[config.mk]
export PLATFORM = sky130hd
export DESIGN_NAME = pmr_register_set
export DESIGN_NICKNAME = d
export VERILOG_FILES = /design/src/pkg/pmr_pkg.sv /design/src/hdl/pmr_register_set.sv
export SDC_FILE = /design/constraint.sdc
export NUM_CORES = 1
export LEC_CHECK = 0
export ABC_AREA = 1
export BUFFER_PORTS_ARGS = -buffer_cell sky130_fd_sc_hd__clkbuf_2
export CORE_MARGIN = 2
export CORE_UTILIZATION = 45
export CTS_CLUSTER_SIZE = 28
export DETAILED_ROUTE_END_ITERATION = 6
export GPL_TIMING_DRIVEN = 0
export SLEW_MARGIN = 20
export SYNTH_ARGS = -nofsm -noshare
export SYNTH_HDL_FRONTEND = slang
export SYNTH_SLANG_ARGS = --single-unit
[constraint.sdc]
create_clock -name i_ref_clk -period 4.1 [get_ports i_ref_clk]
set_input_delay 0.205 -clock i_ref_clk [delete_from_list [all_inputs] [get_ports i_ref_clk]]
set_output_delay 0.205 -clock i_ref_clk [all_outputs]
set_load 0.01 [all_outputs]
[src/pkg/pmr_pkg.sv]
// management register set constants, field positions and carrier types
// assumes a single 200 MHz clock domain for all users of this package
package pmr_pkg;

   // register addresses on the management frame
   localparam logic [4:0] REG_CONTROL   = 5'h00;
   localparam logic [4:0] REG_STATUS    = 5'h01;
   localparam logic [4:0] REG_ID_HIGH   = 5'h02;
   localparam logic [4:0] REG_ID_LOW    = 5'h03;
   localparam logic [4:0] REG_ADVERTISE = 5'h04;
   localparam logic [4:0] REG_PARTNER   = 5'h05;
   localparam logic [4:0] REG_EXPANSION = 5'h06;

   // frame fields
   localparam logic [4:0] PHY_ADDRESS   = 5'h10;
   localparam logic [1:0] OP_READ       = 2'h2;
   localparam logic [1:0] OP_WRITE      = 2'h1;
   localparam logic [5:0] PREAMBLE_LEN  = 6'h20;
   localparam logic [3:0] HDR_LAST      = 4'hb;
   localparam logic [3:0] TA_LAST       = 4'h1;
   localparam logic [3:0] DATA_LAST     = 4'hf;

   // control bit positions
   localparam int CTL_RESET     = 15;
   localparam int CTL_LOOPBACK  = 14;
   localparam int CTL_SPEED     = 13;
   localparam int CTL_AN_ENABLE = 12;
   localparam int CTL_POWERDOWN = 11;
   localparam int CTL_ISOLATE   = 10;
   localparam int CTL_RESTART   = 9;
   localparam int CTL_DUPLEX    = 8;
   localparam int CTL_COLTEST   = 7;

   // advertisement bit positions
   localparam int ADV_NEXT_PAGE = 15;
   localparam int ADV_ACK       = 14;
   localparam int ADV_FAULT     = 13;
   localparam int ADV_PAUSE     = 10;
   localparam int ADV_FOUR_PAIR = 9;

   // reset values, advertise write mask and fixed status bits
   localparam logic [15:0] CONTROL_RESET   = 16'h3100;
   localparam logic [15:0] ADV_WR_MASK     = 16'h25ff;
   localparam logic [15:0] ADVERTISE_RESET = 16'h01e1;
   localparam logic [15:0] STATUS_FIXED    = 16'h7809;

   // frame receiver states
   typedef enum logic [2:0] {
      ST_PRE,
      ST_START,
      ST_HDR,
      ST_TA,
      ST_DATA
   } pmr_state_t;

   // conditions reported by the phy core
   typedef struct packed {
      logic link_up;
      logic remote_fault;
      logic jabber;
      logic an_complete;
      logic an_ack;
      logic parallel_fault;
      logic page_rx;
      logic partner_an_able;
   } pmr_event_t;

   // mode controls handed to the phy core
   typedef struct packed {
      logic loopback;
      logic power_down;
      logic isolate;
      logic restart_an;
      logic an_enable;
      logic full_duplex;
      logic speed_100;
      logic collision_test;
   } pmr_mode_t;

endpackage

[src/hdl/pmr_register_set.sv]
// management frame slave on mdc/mdio with the basic and
// auto-negotiation register set of a 10/100 phy
// assumes mdc/mdio come from outside the clock domain; phy core
// event and partner inputs are on i_ref_clk
//
// Overview of operation
// - control bit 8 selects full duplex when 1; resets to 1
// - control bit 7 enables collision test when 1; resets to 0
// - status 15 reads 0, bits 14 to 11 read 1
// - status bit 6 reads 0; frames without full preamble are ignored
// - status bit 5 shows auto-negotiation complete live from the phy core input, not registered
// - status bit 4 latches remote fault until read or reset
// - status bit 3 reads 1, auto-negotiation able
// - status bit 2 is latching-low link indicator, resets to 0
// - status bit 1 latches jabber detection
// - status bit 0 reads 1, extended registers present
// - identifier high returns organisation id bits 3 to 18
// - identifier low returns org id 19-24, model, revision
// - advertise bits 15 and 9 read fixed 0
// - advertise 14 shows partner ack; bit 13 writable local fault
// - advertise bit 10 writable pause, resets 0
// - advertise bits 8 to 5 writable ability bits, reset 1
// - advertise selector bits 4:0 reset to 0_0001
// - partner ability is read-only, resets zero, mirrors partner word
// - expansion bit 4 latches parallel detection fault
// - expansion bit 1 latches new page received
// - expansion bit 2 reads 0; bit 3 shows partner next page
// - expansion bit 0 shows partner autoneg able; 15:5 read 0
// - only frames to phy address 1_0000 are answered
// - read: first turnaround released, second driven 0
// - with autoneg enabled, control bits 8 and 13 are ignored
module pmr_register_set #(
   // identity values, arbitrary
   parameter logic [15:0] ORG_ID_UPPER   = 16'h0a5c,
   parameter logic [5:0]  ORG_ID_LOWER   = 6'h2a,
   parameter logic [5:0]  MODEL_NUMBER   = 6'h11,
   parameter logic [3:0]  MODEL_REVISION = 4'h3
) (
   // clock and reset
   input  wire logic               i_ref_clk,
   input  wire logic               i_rst_n,
   // management pins
   input  wire logic               i_mdc,
   input  wire logic               i_mdio,
   output logic                    o_mdio,
   output logic                    o_mdio_oe,
   // phy core status
   input  wire pmr_pkg::pmr_event_t i_event,
   input  wire logic               i_partner_valid,
   input  wire logic [15:0]        i_partner_word,
   input  wire logic               i_an_full_duplex,
   input  wire logic               i_an_speed_100,
   // phy core controls
   output pmr_pkg::pmr_mode_t      o_mode,
   output logic [15:0]             o_advertise
);

   // pin synchronisers
   logic [2:0]          mdc_sync_q;
   logic [2:0]          mdio_sync_q;
   logic                mdc_f_q;
   logic                mdio_f_q;
   logic                mdc_rise;
   logic                bit_in;

   // frame receiver
   pmr_pkg::pmr_state_t st_q;
   logic [5:0]          pre_q;
   logic [3:0]          cnt_q;
   logic [11:0]         hdr_q;
   logic [11:0]         hdr_d;
   logic [4:0]          reg_q;
   logic                is_rd_q;
   logic                sel_q;
   logic [15:0]         sh_q;
   logic                rd_stb;
   logic                wr_stb;
   logic [15:0]         wr_data;
   logic [15:0]         rd_data;

   // register state
   logic [15:0]         ctl_q;
   logic [15:0]         adv_q;
   logic [15:0]         partner_q;
   logic                rfault_q;
   logic                jabber_q;
   logic                link_q;
   logic                pdf_q;
   logic                page_q;
   logic                clr_status;
   logic                clr_expansion;
   logic                soft_reset;

   always_ff @(posedge i_ref_clk) begin
      if (!i_rst_n) begin
         mdc_sync_q  <= 3'h0;
         mdio_sync_q <= 3'h7;
         mdc_f_q     <= 1'b0;
         mdio_f_q    <= 1'b1;
      end else begin
         mdc_sync_q  <= {mdc_sync_q[1:0], i_mdc};
         mdio_sync_q <= {mdio_sync_q[1:0], i_mdio};
         if (mdc_sync_q[1] == mdc_sync_q[2]) begin
            mdc_f_q <= mdc_sync_q[2];
         end
         if (mdio_sync_q[1] == mdio_sync_q[2]) begin
            mdio_f_q <= mdio_sync_q[2];
         end
      end
   end

   assign mdc_rise = mdc_sync_q[1] & mdc_sync_q[2] & ~mdc_f_q;
   assign bit_in   = mdio_f_q;
   assign hdr_d    = {hdr_q[10:0], bit_in};

   // frame sequencing
   always_ff @(posedge i_ref_clk) begin
      if (!i_rst_n) begin
         st_q    <= pmr_pkg::ST_PRE;
         pre_q   <= 6'h00;
         cnt_q   <= 4'h0;
         hdr_q   <= 12'h000;
         reg_q   <= 5'h00;
         is_rd_q <= 1'b0;
         sel_q   <= 1'b0;
      end else if (mdc_rise) begin
         case (st_q)
            pmr_pkg::ST_PRE: begin
               if (bit_in) begin
                  if (pre_q != pmr_pkg::PREAMBLE_LEN) begin
                     pre_q <= pre_q + 6'h01;
                  end
               end else if (pre_q == pmr_pkg::PREAMBLE_LEN) begin
                  st_q  <= pmr_pkg::ST_START;
                  pre_q <= 6'h00;
               end else begin
                  pre_q <= 6'h00;
               end
            end
            pmr_pkg::ST_START: begin
               cnt_q <= 4'h0;
               st_q  <= bit_in ? pmr_pkg::ST_HDR : pmr_pkg::ST_PRE;
            end
            pmr_pkg::ST_HDR: begin
               hdr_q <= hdr_d;
               cnt_q <= cnt_q + 4'h1;
               if (cnt_q == pmr_pkg::HDR_LAST) begin
                  cnt_q   <= 4'h0;
                  reg_q   <= hdr_d[4:0];
                  is_rd_q <= hdr_d[11:10] == pmr_pkg::OP_READ;
                  sel_q   <= hdr_d[9:5] == pmr_pkg::PHY_ADDRESS;
                  if (hdr_d[11:10] == pmr_pkg::OP_READ ||
                      hdr_d[11:10] == pmr_pkg::OP_WRITE) begin
                     st_q <= pmr_pkg::ST_TA;
                  end else begin
                     st_q <= pmr_pkg::ST_PRE;
                  end
               end
            end
            pmr_pkg::ST_TA: begin
               cnt_q <= cnt_q + 4'h1;
               if (cnt_q == pmr_pkg::TA_LAST) begin
                  cnt_q <= 4'h0;
                  st_q  <= pmr_pkg::ST_DATA;
               end
            end
            pmr_pkg::ST_DATA: begin
               cnt_q <= cnt_q + 4'h1;
               if (cnt_q == pmr_pkg::DATA_LAST) begin
                  cnt_q <= 4'h0;
                  st_q  <= pmr_pkg::ST_PRE;
               end
            end
            default: begin
               st_q <= pmr_pkg::ST_PRE;
            end
         endcase
      end
   end

   assign rd_stb = mdc_rise && st_q == pmr_pkg::ST_TA &&
                   cnt_q == pmr_pkg::TA_LAST && is_rd_q && sel_q;
   assign wr_stb = mdc_rise && st_q == pmr_pkg::ST_DATA &&
                   cnt_q == pmr_pkg::DATA_LAST && !is_rd_q && sel_q;
   assign wr_data = {sh_q[14:0], bit_in};

   // data shifter and mdio driver
   always_ff @(posedge i_ref_clk) begin
      if (!i_rst_n) begin
         sh_q      <= 16'h0000;
         o_mdio    <= 1'b0;
         o_mdio_oe <= 1'b0;
      end else if (mdc_rise) begin
         if (st_q == pmr_pkg::ST_TA && is_rd_q && sel_q) begin
            if (cnt_q == pmr_pkg::TA_LAST) begin
               sh_q   <= rd_data;
               o_mdio <= rd_data[15];
            end else begin
               o_mdio_oe <= 1'b1;
               o_mdio    <= 1'b0;
            end
         end else if (st_q == pmr_pkg::ST_DATA) begin
            // unselected reads keep o_mdio low while the line is released
            if (is_rd_q && sel_q) begin
               sh_q   <= {sh_q[14:0], 1'b0};
               o_mdio <= sh_q[14];
               if (cnt_q == pmr_pkg::DATA_LAST) begin
                  o_mdio_oe <= 1'b0;
                  o_mdio    <= 1'b0;
               end
            end else begin
               sh_q <= wr_data;
            end
         end else begin
            o_mdio_oe <= 1'b0;
            o_mdio    <= 1'b0;
         end
      end
   end

   // read multiplexer
   always_comb begin
      rd_data = 16'h0000;
      case (reg_q)
         pmr_pkg::REG_CONTROL: begin
            rd_data = ctl_q;
         end
         pmr_pkg::REG_STATUS: begin
            rd_data = pmr_pkg::STATUS_FIXED;
            rd_data[6] = 1'b0;
            rd_data[5] = i_event.an_complete;
            rd_data[4] = rfault_q;
            rd_data[2] = link_q;
            rd_data[1] = jabber_q;
         end
         pmr_pkg::REG_ID_HIGH: begin
            rd_data = ORG_ID_UPPER;
         end
         pmr_pkg::REG_ID_LOW: begin
            rd_data = {ORG_ID_LOWER, MODEL_NUMBER, MODEL_REVISION};
         end
         pmr_pkg::REG_ADVERTISE: begin
            rd_data = adv_q & pmr_pkg::ADV_WR_MASK;
            rd_data[pmr_pkg::ADV_NEXT_PAGE] = 1'b0;
            rd_data[pmr_pkg::ADV_FOUR_PAIR] = 1'b0;
            rd_data[pmr_pkg::ADV_ACK] = i_event.an_ack;
         end
         pmr_pkg::REG_PARTNER: begin
            rd_data = partner_q;
         end
         pmr_pkg::REG_EXPANSION: begin
            rd_data[4] = pdf_q;
            rd_data[3] = partner_q[pmr_pkg::ADV_NEXT_PAGE];
            rd_data[2] = 1'b0;
            rd_data[1] = page_q;
            rd_data[0] = i_event.partner_an_able;
         end
         default: begin
            rd_data = 16'h0000;
         end
      endcase
   end

   assign clr_status    = rd_stb && reg_q == pmr_pkg::REG_STATUS;
   assign clr_expansion = rd_stb && reg_q == pmr_pkg::REG_EXPANSION;
   assign soft_reset    = wr_stb && reg_q == pmr_pkg::REG_CONTROL &&
                          wr_data[pmr_pkg::CTL_RESET];

   // writable control and advertisement
   always_ff @(posedge i_ref_clk) begin
      if (!i_rst_n || soft_reset) begin
         ctl_q <= pmr_pkg::CONTROL_RESET;
         adv_q <= pmr_pkg::ADVERTISE_RESET;
      end else begin
         ctl_q[pmr_pkg::CTL_RESTART] <= 1'b0;
         if (wr_stb && reg_q == pmr_pkg::REG_CONTROL) begin
            ctl_q <= {1'b0, wr_data[14:7], 7'h00};
         end
         if (wr_stb && reg_q == pmr_pkg::REG_ADVERTISE) begin
            adv_q <= wr_data & pmr_pkg::ADV_WR_MASK;
         end
      end
   end

   // partner word capture
   always_ff @(posedge i_ref_clk) begin
      if (!i_rst_n) begin
         partner_q <= 16'h0000;
      end else if (i_partner_valid) begin
         partner_q <= i_partner_word;
      end
   end

   // latching status flags, a new event wins over the read clear
   always_ff @(posedge i_ref_clk) begin
      if (!i_rst_n) begin
         rfault_q <= 1'b0;
         jabber_q <= 1'b0;
         link_q   <= 1'b0;
         pdf_q    <= 1'b0;
         page_q   <= 1'b0;
      end else begin
         rfault_q <= i_event.remote_fault |
                     (rfault_q & ~clr_status);
         jabber_q <= i_event.jabber |
                     (jabber_q & ~clr_status);
         link_q   <= i_event.link_up &
                     (link_q | clr_status);
         pdf_q    <= i_event.parallel_fault |
                     (pdf_q & ~clr_expansion);
         page_q   <= i_event.page_rx |
                     (page_q & ~clr_expansion);
      end
   end

   // mode outputs to the phy core
   always_ff @(posedge i_ref_clk) begin
      if (!i_rst_n) begin
         o_mode      <= '0;
         o_advertise <= pmr_pkg::ADVERTISE_RESET;
      end else begin
         o_mode.loopback       <= ctl_q[pmr_pkg::CTL_LOOPBACK];
         o_mode.power_down     <= ctl_q[pmr_pkg::CTL_POWERDOWN];
         o_mode.isolate        <= ctl_q[pmr_pkg::CTL_ISOLATE];
         o_mode.restart_an     <= ctl_q[pmr_pkg::CTL_RESTART];
         o_mode.an_enable      <= ctl_q[pmr_pkg::CTL_AN_ENABLE];
         o_mode.collision_test <= ctl_q[pmr_pkg::CTL_COLTEST];
         if (ctl_q[pmr_pkg::CTL_AN_ENABLE]) begin
            o_mode.full_duplex <= i_an_full_duplex;
            o_mode.speed_100   <= i_an_speed_100;
         end else begin
            o_mode.full_duplex <= ctl_q[pmr_pkg::CTL_DUPLEX];
            o_mode.speed_100   <= ctl_q[pmr_pkg::CTL_SPEED];
         end
         o_advertise <= adv_q;
      end
   end

endmodule

# Word level (Yosys, flattened, before mapping)

Index checks and enable logic that the tools add are counted.
Widths: inputs -> output; s select.

Add/subtract/negate cells: 2
Bitwise gates (word level): 16
Multiplexer cells: 31
Reductions and logical operators: 33
Equal/unequal tests: 30

Operators with widths:

| cell                | count |
|---|---|
| $pmux 11 s6         | 1 |
| $mux 15             | 3 |
| $pmux 5 s6          | 1 |
| $logic_and 1x1->1   | 16 |
| $pmux 4 s4          | 1 |
| $eq 5x3->1 const B  | 3 |
| $mux 3              | 5 |
| $pmux 3 s5          | 1 |
| $ne 2x2->1 const B  | 7 |
| $mux 4              | 3 |
| $mux 6              | 2 |
| $mux 1              | 11 |
| $eq 5x2->1 const B  | 2 |
| $reduce_and 3->1    | 3 |
| $eq 4x4->1 const B  | 2 |
| $and 1x1->1         | 7 |
| $add 6x1->6 const B | 1 |
| $eq 3x2->1 const B  | 2 |
| $eq 6x6->1 const B  | 1 |
| $mux 2              | 3 |
| $ne 6x6->1 const B  | 1 |
| $reduce_and 2->1    | 3 |
| $reduce_and 6->1    | 1 |
| $eq 5x1->1 const B  | 1 |
| 21 further kinds    | 31 |

Flip-flop bits (word level): 115
Input bits: 31

# Depth between registers and ports, before layout

Gate-level depths: netlist of the first run.

Depth in word-level cells: 10
Depth in mapped cells: 10
Depth with buffers taken out: 10

# Least setup slack after synthesis of the first run

OpenSTA, ideal clock, no wires.

Kind: register -> register
Start point: reg cnt_q[0]
End point: reg adv_q[10]
Path buffers: 1
Data arrival time: 1391 ps
Setup time: 116 ps
Period minus slack after synthesis: 1507 ps
Cell stages (with the launch flop): 10
Setup slack: 2593 ps
Data required time: 3984 ps
Cell sequence: dfxtp_1 > ha_1 > nand2_1 > nor2_1 > nand3_1 > nor2_1 > nand3_1 > nand2_1 > buf_4 > a21oi_1

Cells in the longest elaborated chain, start to end: 7
Elaborated cells between the ends (all ways): 8
Those cells by class: 1 x eq/ne; 7 x reduce/logical

RTL lines:

| element                             | RTL line                | RTL |
|---|---|---|
| from (decl)                         | pmr_register_set.sv:69  | `logic [3:0] cnt_q;` |
| from (signal assigned)              | pmr_register_set.sv:146 | `cnt_q <= cnt_q + 4'h1;` |
| from (signal assigned)              | pmr_register_set.sv:161 | `cnt_q <= cnt_q + 4'h1;` |
| from (signal assigned)              | pmr_register_set.sv:168 | `cnt_q <= cnt_q + 4'h1;` |
| $eq 4x4->1 (*)                      | pmr_register_set.sv:184 | `cnt_q == pmr_pkg::DATA_LAST && !is_rd_q && sel_q;` |
| $logic_and 1x1->1 (*)               | pmr_register_set.sv:183 | `assign wr_stb = mdc_rise && st_q == pmr_pkg::ST_DATA &&` |
| $logic_and 1x1->1 (*) (2 in series) | pmr_register_set.sv:184 |  |
| $logic_and 1x1->1 (2 in series)     | pmr_register_set.sv:266 | `assign soft_reset = wr_stb && reg_q == pmr_pkg::REG_CONTROL &&` |
| $logic_or 1x1->1                    | pmr_register_set.sv:271 | `if (!i_rst_n \|\| soft_reset) begin` |
| to (signal assigned)                | pmr_register_set.sv:273 | `adv_q <= pmr_pkg::ADVERTISE_RESET;` |
| to (signal assigned)                | pmr_register_set.sv:280 | `adv_q <= wr_data & pmr_pkg::ADV_WR_MASK;` |
| to (decl)                           | pmr_register_set.sv:83  | `logic [15:0] adv_q;` |

Mark *: on every way between the ends. The rest lies on a longest branch, timed or not.
A chain may end at the register's enable or synchronous reset.

# Worst setup path in the final report of the first run

Start point: reg cnt_q[0]
End point: reg adv_q[4]

Same word-level chain as after synthesis.

==> impl_metrics.json, run 1 <==
{
  "hold_class": "in2reg",
  "hold_viol_final": 0,
  "post_place_setup_slack_ns": 2.26,
  "max_clock_freq_mhz": 529,
  "avgViaCountPerCell": 5.15,
  "rsz0062_at_grt": "false",
  "crit_path_max_incr_delay_ns": 0.37,
  "post_drt_wl_per_cell_um": 14.4,
  "place.detailed.hpwl_mm": 9.31,
  "run_status": "completed",
  "start_util_pct": 45.7,
  "die_area_mm2": 0.0118,
  "dpl_cells": 856,
  "cp.required_ns": 4.53,
  "max-vdd-ir-drop_v": 0.000288,
  "hold_ws_ns": 0.0699,
  "fin_setup_tns_ns": 0,
  "io_pins": 57,
  "critPathArrivalTime_ns": 2.32,
  "final_cycle_share_pct": 46.1,
  "syn2layout_area_growth_pct": 28.2,
  "std_cell_rows": 38,
  "clock_transition_at_path_regs_ns": 0.06,
  "antenna_found_initial": 0,
  "area_fraction_of_the_dominant_cell_type_after_synthesis_pct": 46.9,
  "floorplan.die.height_um": 108,
  "finClkSkew_ns": 0.00845,
  "drt-pass1-iter-count": 5,
  "worstSetupPathType": "reg2reg",
  "largest_net_degree_at_the_start_of_global_routing": 17,
  "synthXorXnorAreaFrac_pct": 0.535,
  "drive_gt1_share_pct": 17.1,
  "cp_slowest_cell": "dfxtp_1",
  "max_cap_viol_count": 0,
  "clockBufferDepth": 2,
  "synth_adder_area_share_pct": 1.53,
  "ctsHoldBuffers": 29,
  "worst_case_setup_margin_in_the_final_layout_ns": 2.21,
  "synth.distinct_cells": 35,
  "path_max_fanout": 10,
  "clock_latency_ns": 0.54,
  "cts_tree": "done",
  "drt_iter0_markers": 283,
  "cts.sinks": 115,
  "period_minus_slack_ns": 1.89,
  "report.final.slew_viol_count": 0,
  "nFillCells": 1028,
  "worst-r2r-setup-slack_ns": 2.21,
  "worstPathCellList": "ha_1 > nand2_1 > nor2_1 > nand3_1 > nor2_1 > nand3_1 > nand2_1 > buf_4 > a21oi_1",
  "synthArstFlopShare_pct": 0,
  "synth_edf_count": 0,
  "worst_slew_margin_rel_pct": 59.9,
  "synthDominantAreaCellType": "dfxtp_1",
  "worstRegToRegCells": 9,
  "hold_start": "i_event[3]",
  "postSynthAreaPerCell_um2": 7.43,
  "critPathCaptureType": "flip-flop",
  "drtAntennaViolNets": 0,
  "synthCells": 661,
  "ys_seq_area_share_pct": 46.9,
  "synth.yosys.warnings": 0,
  "finalNonFillerCells": 916,
  "global_route.usage.total_pct": 23.9,
  "grt_first_pass_wirelength_mm": 21.2,
  "cts_made_buffers": 17,
  "gr-total-overflow": 0,
  "place.gp.congestion": 0.898,
  "muxShareOfSynthArea_pct": 0,
  "synth-simple-area-share_pct": 25.4,
  "cts-htree-levels": 4,
  "power-per-cell-area_mw_per_mm2": 455,
  "synth_top_family_by_area": "simple AND/OR/NAND/NOR gates",
  "synth.cell_area_mm2": 0.00491,
  "timing.final.setup_violations": 0,
  "reg2reg_to": "adv_q[4]",
  "cts_setup_buffers": 0,
  "die_wd_um": 108,
  "synth_commonest_cells": "125 x nand2_1, 115 x dfxtp_1, 75 x a21oi_1, 66 x nor2_1",
  "num_antenna_cells": 0,
  "min_delay_worst_endpoint": "sh_q[14]",
  "timing_worst_slew_pin_value_ns": 0.602,
  "synth_compound_gate_area_share_pct": 17.0,
  "grt_pass1_vias": 4498,
  "leakage_nw": 2.79,
  "yosys_register_bits": 115,
  "clk_root_buffer_cell": "clkbuf_8",
  "layout.nets": 801,
  "cts.repair.resized": 0,
  "yosysMostFrequentCell": "nand2_1",
  "worst_hold_stages": 5,
  "postRouteWirelength_mm": 13.2,
  "drcViolationCount": 0,
  "place.port_buffers": 51,
  "synth_top_cells_by_area": "dfxtp_1 47%, nand2_1 9.6%, a21oi_1 7.6%",
  "worst_r2r_startpoint": "cnt_q[0]",
  "core_region_area_mm2": 0.0107,
  "total_number_of_vias": 4720,
  "start_kind": "flip-flop",
  "most_used_dff_post_synth": "dfxtp_1"
}
## cells by family after synthesis
group           count (synthesis)
compound gates                160
xor+xnor                        3
fa+ha+maj                       6
buf+inv                        98
flops                         115
other cells                     1
simple gates                  278
## layer usage
metal / vias up / track usage [%] / wire (µm)
met3: 31 / 7.84 / 681
met2: 128 / 41.4 / 6480
li1: 2376 / - / -
met1: 2185 / 26.6 / 5590
met5: - / 0 / 0
met4: 0 / 10.9 / 421
## cell usage in the layout (no fill, tap or decap), types with 8 or more instances in the layout
master / count
nor2_2: 10
o21ai_0: 59
dfxtp_1: 115
clkbuf_1: 11
clkbuf_16: 16
buf_4: 8
nand2_1: 125
nand4_1: 13
nor2_1: 66
inv_2: 8
a21oi_1: 75
dlygate4sd3_1: 29
inv_1: 59
o21ai_1: 13
o211ai_1: 9
nand3_1: 41
clkbuf_2: 51
## critical path, delay by kind of cell (launching register included)
family | cells | cell delay [ns]
AND/OR/NAND/NOR | 6 | 0.92
flip-flops | 1 | 0.37
adder cells (fa/ha/maj) | 1 | 0.21
buffers and inverters | 1 | 0.21
AO/OA/AOI/OAI | 1 | 0.06
## registers in the layout, summed over array words and instances (netlist names), 3 cells and up
signal / count
pre_q: 6
reg_q: 5
o_advertise: 11
mdio_sync_q: 3
hdr_q: 11
ctl_q: 8
sh_q: 15
cnt_q: 4
st_q: 3
mdc_sync_q: 3
partner_q: 16
adv_q: 11
o_mode: 8
## how the worst max path moves through the flow
| stage | endpoint | from | cells after the start |
|---|---|---|---|
| CTS | adv_q[4] | cnt_q[0] | 9 |
| finish | adv_q[4] | cnt_q[0] | 9 |
| global route | adv_q[4] | cnt_q[0] | 9 |
| floorplan | adv_q[10] | cnt_q[0] | 9 |
| detailed placement | adv_q[4] | cnt_q[0] | 9 |
| global placement | adv_q[4] | cnt_q[0] | 9 |
## through the flow
stage	total power [mW]	cell area, µm²	util (%)
after CTS	2.88	6290	58.6
after global placement	1.25	5360	49.8
after global routing	2.94	6290	58.6
after detailed placement	1.25	5360	49.8
final	2.87	6290	58.6
after floorplan	1.21	4920	-
## where the power goes
group | switching [mW] | internal (mW) | leakage (nW)
clock network | 0.512 | 1.10 | 0.320
logic | 0.0548 | 0.0487 | 1.54
registers | 0.00886 | 1.14 | 0.934
## cell type report
| type | count | area (µm²) | share of cell area, % |
|---|---|---|---|
| Sequential cell | 115 | 2300 | 36.6 |
| Multi-Input combinational cell | 452 | 2200 | 35.0 |
| Timing Repair Buffer | 80 | 546 | 8.67 |
| Clock buffer | 21 | 469 | 7.46 |
| Inverter | 69 | 259 | 4.12 |
| Clock inverter | 10 | 178 | 2.82 |
| Tap cell | 140 | 175 | 2.78 |
| Buffer | 29 | 161 | 2.57 |
No activity file was read; power rests on OpenSTA's default activity.
==> run 2, diff against run 1 <==
ABC_AREA = 0   (was 1)
clock period = 2 ns   (was 4.1 ns; I/O delays follow)
==> run 2 against run 1 <==
- cell count fell by 11%
- first-iteration DRC count rose by 12%
- synthesized cell count fell by 16%
- worst hold slack got worse by 0.0097 ns
==> impl_metrics.json, run 2 <==
{
  "ys_seq_area_share_pct": 46.2,
  "synthArstFlopShare_pct": 0,
  "post_drt_wl_per_cell_um": 16.4,
  "synth.cell_area_mm2": 0.00498,
  "drcViolationCount": 0,
  "synthCells": 557,
  "max_clock_freq_mhz": 531,
  "global_route.peak_usage_layer": "met2",
  "largest_register_ffs": 16,
  "worstRegToRegCells": 6,
  "drt_iter0_markers": 316,
  "synth.yosys.warnings": 0,
  "total_number_of_vias": 4373,
  "fin_setup_tns_ns": 0,
  "hold_viol_final": 0,
  "period_minus_slack_ns": 1.88,
  "max-vdd-ir-drop_v": 0.000602,
  "leakage_nw": 2.70,
  "hold_start": "i_partner_valid",
  "critPathCaptureType": "flip-flop",
  "io_pins": 57,
  "worst-r2r-setup-slack_ns": 0.12,
  "cp.buffers_inverters": 1,
  "power-per-cell-area_mw_per_mm2": 846,
  "worstPathCellList": "clkbuf_4 > xor2_1 > a311o_1 > nand4_4 > a2111o_1 > a21oi_1",
  "cts-htree-levels": 4,
  "worst_slew_margin_rel_pct": 54.0,
  "final_cycle_share_pct": 94.2,
  "worst_case_setup_margin_in_the_final_layout_ns": 0.116,
  "crit_path_max_incr_delay_ns": 0.44,
  "synth.distinct_cells": 67,
  "worst_r2r_startpoint": "st_q[1]",
  "gr-total-overflow": 0,
  "syn2layout_area_growth_pct": 29.6,
  "start_util_pct": 45.9,
  "post_place_setup_slack_ns": -0.198,
  "cts_made_buffers": 17,
  "synth_commonest_cells": "115 x dfxtp_1, 71 x nor2_1, 50 x nand2_1, 42 x mux2i_1, 33 x a21oi_1",
  "path_max_fanout": 10,
  "place.detailed.hpwl_mm": 9.29,
  "cp_slowest_cell": "a2111o_1",
  "synth_top_cells_by_area": "dfxtp_1 46%, mux2i_1 8.4%, nor2_1 5.4%",
  "cts_tree": "done",
  "final_common_cell": "dfxtp_1",
  "placed_cell_area_mm2": 0.00542,
  "worstSetupPathType": "reg2reg",
  "yosys_register_bits": 115,
  "rsz0062_at_grt": "true",
  "avgViaCountPerCell": 5.39,
  "hold_class": "in2reg",
  "largest_net_degree_at_the_start_of_global_routing": 17,
  "num_antenna_cells": 0,
  "report.final.slew_viol_count": 0,
  "area_fraction_of_the_dominant_cell_type_after_synthesis_pct": 46.2,
  "antenna_found_initial": 0,
  "global_route.usage.met3_pct": 5.38,
  "postRouteWirelength_mm": 13.3,
  "grt_pass1_vias": 4168,
  "drtAntennaViolNets": 0,
  "die_wd_um": 109,
  "globalRouteMet1Util_pct": 32.2,
  "layout.nets": 696,
  "critPathArrivalTime_ns": 2.34,
  "cts.sinks": 115,
  "run_status": "completed",
  "biggestRegsByFlops": "partner_q (16), sh_q (15)",
  "std_cell_rows": 38,
  "max_cap_viol_count": 0,
  "reg2reg_to": "st_q[0]",
  "place.port_buffers": 50,
  "synth_edf_count": 0,
  "finalCoreUtilization_pct": 59.5,
  "most_used_dff_post_synth": "dfxtp_1",
  "worst-path-stages": 6,
  "timing.final.setup_violations": 0,
  "clockBufferDepth": 2,
  "timing_worst_slew_pin_value_ns": 0.690,
  "drt-pass1-iter-count": 5,
  "post_route_standard_cell_area_excluding_fillers_mm2": 0.00645,
  "yosysMostFrequentCell": "dfxtp_1",
  "cp.required_ns": 2.45,
  "critPathTopFamily": "compound AO/OA/AOI/OAI gates",
  "start_kind": "flip-flop",
  "place.gp.congestion": 0.892,
  "finClkSkew_ns": 0.0117,
  "grt_first_pass_wirelength_mm": 21.3,
  "die_area_mm2": 0.0119,
  "largest-register": "partner_q",
  "min_delay_worst_endpoint": "partner_q[2]",
  "clock_transition_at_path_regs_ns": 0.06,
  "core_region_area_mm2": 0.0108,
  "global_route.usage.total_pct": 23.8,
  "layout_common_cells": "112 x dfxtp_1, 70 x nor2_1, 54 x clkbuf_2",
  "postSynthAreaPerCell_um2": 8.94,
  "worst_hold_stages": 3,
  "drive_gt1_share_pct": 20.1,
  "grtUsageMet2_pct": 37.0,
  "synthDominantAreaCellType": "dfxtp_1",
  "floorplan.die.height_um": 109,
  "clock_latency_ns": 0.53,
  "clk_root_buffer_cell": "clkbuf_8"
}
==> run 2: worst max-delay path by stage <==
| stage | startpoint | slack (ns) | to |
|---|---|---|---|
| final | st_q[1] | 0.12 | st_q[0] |
| after floorplan | mdc_sync_q[2] | 0.15 | sel_q |
| after global routing | st_q[0] | -0.02 | rfault_q |
| after CTS | st_q[2] | 0.01 | jabber_q |
| after detailed placement | cnt_q[0] | -0.20 | sh_q[1] |
| after global placement | cnt_q[0] | -0.17 | sh_q[1] |
==> run 2: kinds of logic after synthesis <==
logic type               count (synthesis)  share of synthesized area [%]
AND/OR/NAND/NOR                        212                           21.5
AO/OA/AOI/OAI                          119                           15.4
flip-flops                             115                           46.2
buffers and inverters                   51                           4.72
multiplexers                            45                           9.12
XOR/XNOR                                 8                           1.41
adder cells (fa/ha/maj)                  6                           1.51
other                                    1                         0.0753
==> run 2: power breakdown <==
| part | internal, mW | switching (mW) |
|---|---|---|
| sequential | 2.33 | 0.0248 |
| clock | 1.85 | 1.04 |
| combinational | 0.105 | 0.103 |
==> run 2: per-stage QoR <==
step / total power, mW / hold WS (ns) / instances
floorplan: 2.49 / 0.201 / 561
global placement: 2.56 / 0.290 / 751
detailed placement: 2.57 / 0.288 / 751
CTS: 5.49 / 0.0339 / 809
global route: 5.61 / 0.0926 / 811
finish: 5.46 / 0.0601 / 811
==> run 2: worst register-to-register path: cells and delay by family, from the launching register on <==
kind | cells | cell delay, ns
DFF | 1 | 0.37
xor gates and xnor gates | 1 | 0.19
buffers and inverters | 1 | 0.25
AOI/OAI and AO/OA | 3 | 0.85
and+or+nand+nor | 1 | 0.15
==> run 2: repair_timing <==
| item | 4_1_cts | 5_1_grt |
|---|---|---|
| endpoints found under the setup margin | 50 | 46 |
| hold buffers | 26 | 0 |
| hold endpoints to repair | 28 | 0 |
| setup buffers | 2 | 3 |
| gates resized for setup | 12 | 28 |
| pin swaps | 1 | 7 |
| cloned | 0 | 0 |
==> run 2: per-layer routing <==
layer | vias to the layer above | share of wire, % | wire length (µm)
met2 | 173 | 45 | 6010
met5 | - | 0 | 0
met4 | 0 | 1.4 | 191
li1 | 2147 | - | -
met1 | 2036 | 46 | 6190
met3 | 17 | 7.0 | 937
==> run 2: cell type report <==
class / count / area, µm²
sequential: 115 / 2310
tap: 140 / 175
buffer: 39 / 209
clock buffer: 21 / 459
timing repair buffer: 81 / 561
clock inverter: 10 / 108
inverter: 10 / 37.5
multi-input combinational: 395 / 2600
fill: 990 / 4390
==> run 3, diff against run 2 <==
clock period = 1.95 ns   (was 2 ns; I/O delays follow)
==> run 3 against run 2 <==
- combinational power rose by 3%
- sequential share of layout area fell by 0.37 points
- clock-buffer cell count did not move
- utilization rose by 0.76 points
- setup slack got worse by 0.037 ns
- critical path type unchanged
- largest power group unchanged
==> impl_metrics.json, run 3 (synthesis results as in run 2) <==
{
  "run_status": "completed",
  "fin_setup_tns_ns": 0,
  "floorplan.die.height_um": 109,
  "place.port_buffers": 50,
  "finClkSkew_ns": 0.00929,
  "place.detailed.hpwl_mm": 9.29,
  "cts_made_buffers": 17,
  "min_delay_worst_endpoint": "partner_q[2]",
  "layout.nets": 698,
  "post_drt_wl_per_cell_um": 16.4,
  "start_util_pct": 45.9,
  "gr-total-overflow": 0,
  "max_clock_freq_mhz": 535,
  "final_common_cell": "dfxtp_1",
  "critPathArrivalTime_ns": 2.29,
  "worst_slew_margin_rel_pct": 54.5,
  "placed_cell_area_mm2": 0.00542,
  "drt-pass1-iter-count": 5,
  "worst_r2r_startpoint": "mdc_sync_q[1]",
  "drcViolationCount": 0,
  "drt_iter0_markers": 296,
  "dpl_cells": 751,
  "timing_worst_slew_pin_value_ns": 0.682,
  "core_region_area_mm2": 0.0108,
  "sequential_cell_area_mm2": 0.00231,
  "cp.required_ns": 2.37,
  "worstRegToRegCells": 5,
  "die_area_mm2": 0.0119,
  "cts.sinks": 115,
  "clock_transition_at_path_regs_ns": 0.06,
  "clock_latency_ns": 0.53,
  "report.final.slew_viol_count": 0,
  "hold_class": "in2reg",
  "worst_case_setup_margin_in_the_final_layout_ns": 0.0794,
  "avgViaCountPerCell": 5.37,
  "rsz0062_at_grt": "true",
  "antenna_found_initial": 0,
  "global_route.usage.total_pct": 23.9,
  "multiInputGateArea_mm2": 0.00265,
  "total_number_of_vias": 4362,
  "largest_net_degree_at_the_start_of_global_routing": 17,
  "grt_pass1_vias": 4162,
  "max_cap_viol_count": 0,
  "postRouteWirelength_mm": 13.4,
  "drtAntennaViolNets": 0,
  "power-per-cell-area_mw_per_mm2": 855,
  "worstSetupPathType": "reg2reg",
  "largest_register_ffs": 16,
  "largest-register": "partner_q",
  "nFillCells": 966,
  "post_route_standard_cell_area_excluding_fillers_mm2": 0.00654,
  "hold_viol_final": 0,
  "path_max_fanout": 10,
  "clockBufferDepth": 2,
  "reg2reg_to": "sh_q[7]",
  "biggestRegsByFlops": "partner_q (16), sh_q (15)",
  "num_antenna_cells": 0,
  "start_kind": "flip-flop",
  "finalNonFillerCells": 813,
  "critPathCaptureType": "flip-flop",
  "hold_ws_ns": 0.0595,
  "leakage_nw": 2.71,
  "layout_common_cells": "110 x dfxtp_1, 70 x nor2_1, 53 x clkbuf_2",
  "syn2layout_area_growth_pct": 31.3,
  "cts-htree-levels": 4,
  "die_wd_um": 109,
  "cts_tree": "done",
  "io_pins": 57,
  "drive_gt1_share_pct": 22.1,
  "timing.final.setup_violations": 0,
  "final_cycle_share_pct": 95.9,
  "post_place_setup_slack_ns": -0.248,
  "clk_root_buffer_cell": "clkbuf_8",
  "hold_start": "i_partner_valid",
  "std_cell_rows": 38,
  "period_minus_slack_ns": 1.87,
  "worst_hold_stages": 3,
  "grt_first_pass_wirelength_mm": 21.3,
  "place.gp.congestion": 0.892,
  "worst-r2r-setup-slack_ns": 0.08,
  "max-vdd-ir-drop_v": 0.000617
}
## run 3: cell types whose count changed in the layout (fill, tap and decap cells not counted), sizes merged
cell	before	now
buf	22	25
clkbuf	93	92
## run 3: routing by layer
metal | track usage [%] | vias to the layer above | share of wire, %
met5 | 0 | - | 0
met4 | 8.95 | 0 | 1.4
met3 | 5.56 | 21 | 5.9
met2 | 37.3 | 154 | 45
met1 | 32.2 | 2038 | 47
li1 | - | 2149 | -
## run 3: how the worst max path moves through the flow
stage,startpoint,end,slack (ns),depth (start not counted)
3_3_place_gp,cnt_q[0],sh_q[1],-0.22,7
6_report,mdc_sync_q[1],sh_q[7],0.08,5
3_5_place_dp,cnt_q[0],sh_q[1],-0.25,7
5_1_grt,st_q[2],jabber_q,-0.05,6
2_1_floorplan,mdc_sync_q[2],sel_q,0.1,7
4_1_cts,mdc_sync_q[2],pre_q[0],0.01,7
## run 3: what timing repair did
item,4_1_cts,5_1_grt
pin swaps,1,10
gates resized for setup,18,45
endpoints found under the setup margin,57,50
cloned,0,0
endpoints found under the hold margin,28,0
hold buffers,26,0
setup buffers,2,5
## run 3: final cells by class
class                   count  area share [%]
clock inverters            10            1.65
repair buffers             83            8.81
plain buffers              39            3.39
clock buffers              21            7.03
inverters                  10           0.574
flip-flops and latches    115            35.4
multi-input cells         395            40.5
well taps                 140            2.68
## run 3: critical path, stage by stage (launching register included)
cell and delay, ns:
dfxtp_2 0.35, ha_4 0.14, nor2b_1 0.43, clkbuf_1 0.45, o221ai_1 0.23, o211a_1 0.17
## run 3: power breakdown
group	switching, mW	internal (mW)	leakage (nW)
registers	0.0263	2.39	0.936
clock network	1.06	1.90	0.275
logic	0.106	0.109	1.50
## run 3: metrics by stage
| step | util (%) | power (mW) |
|---|---|---|
| finish | 60.3 | 5.59 |
| global route | 60.3 | 5.76 |
| CTS | 58.7 | 5.63 |
| detailed placement | 50.0 | 2.63 |
| global placement | 50.0 | 2.63 |
| floorplan | - | 2.56 |
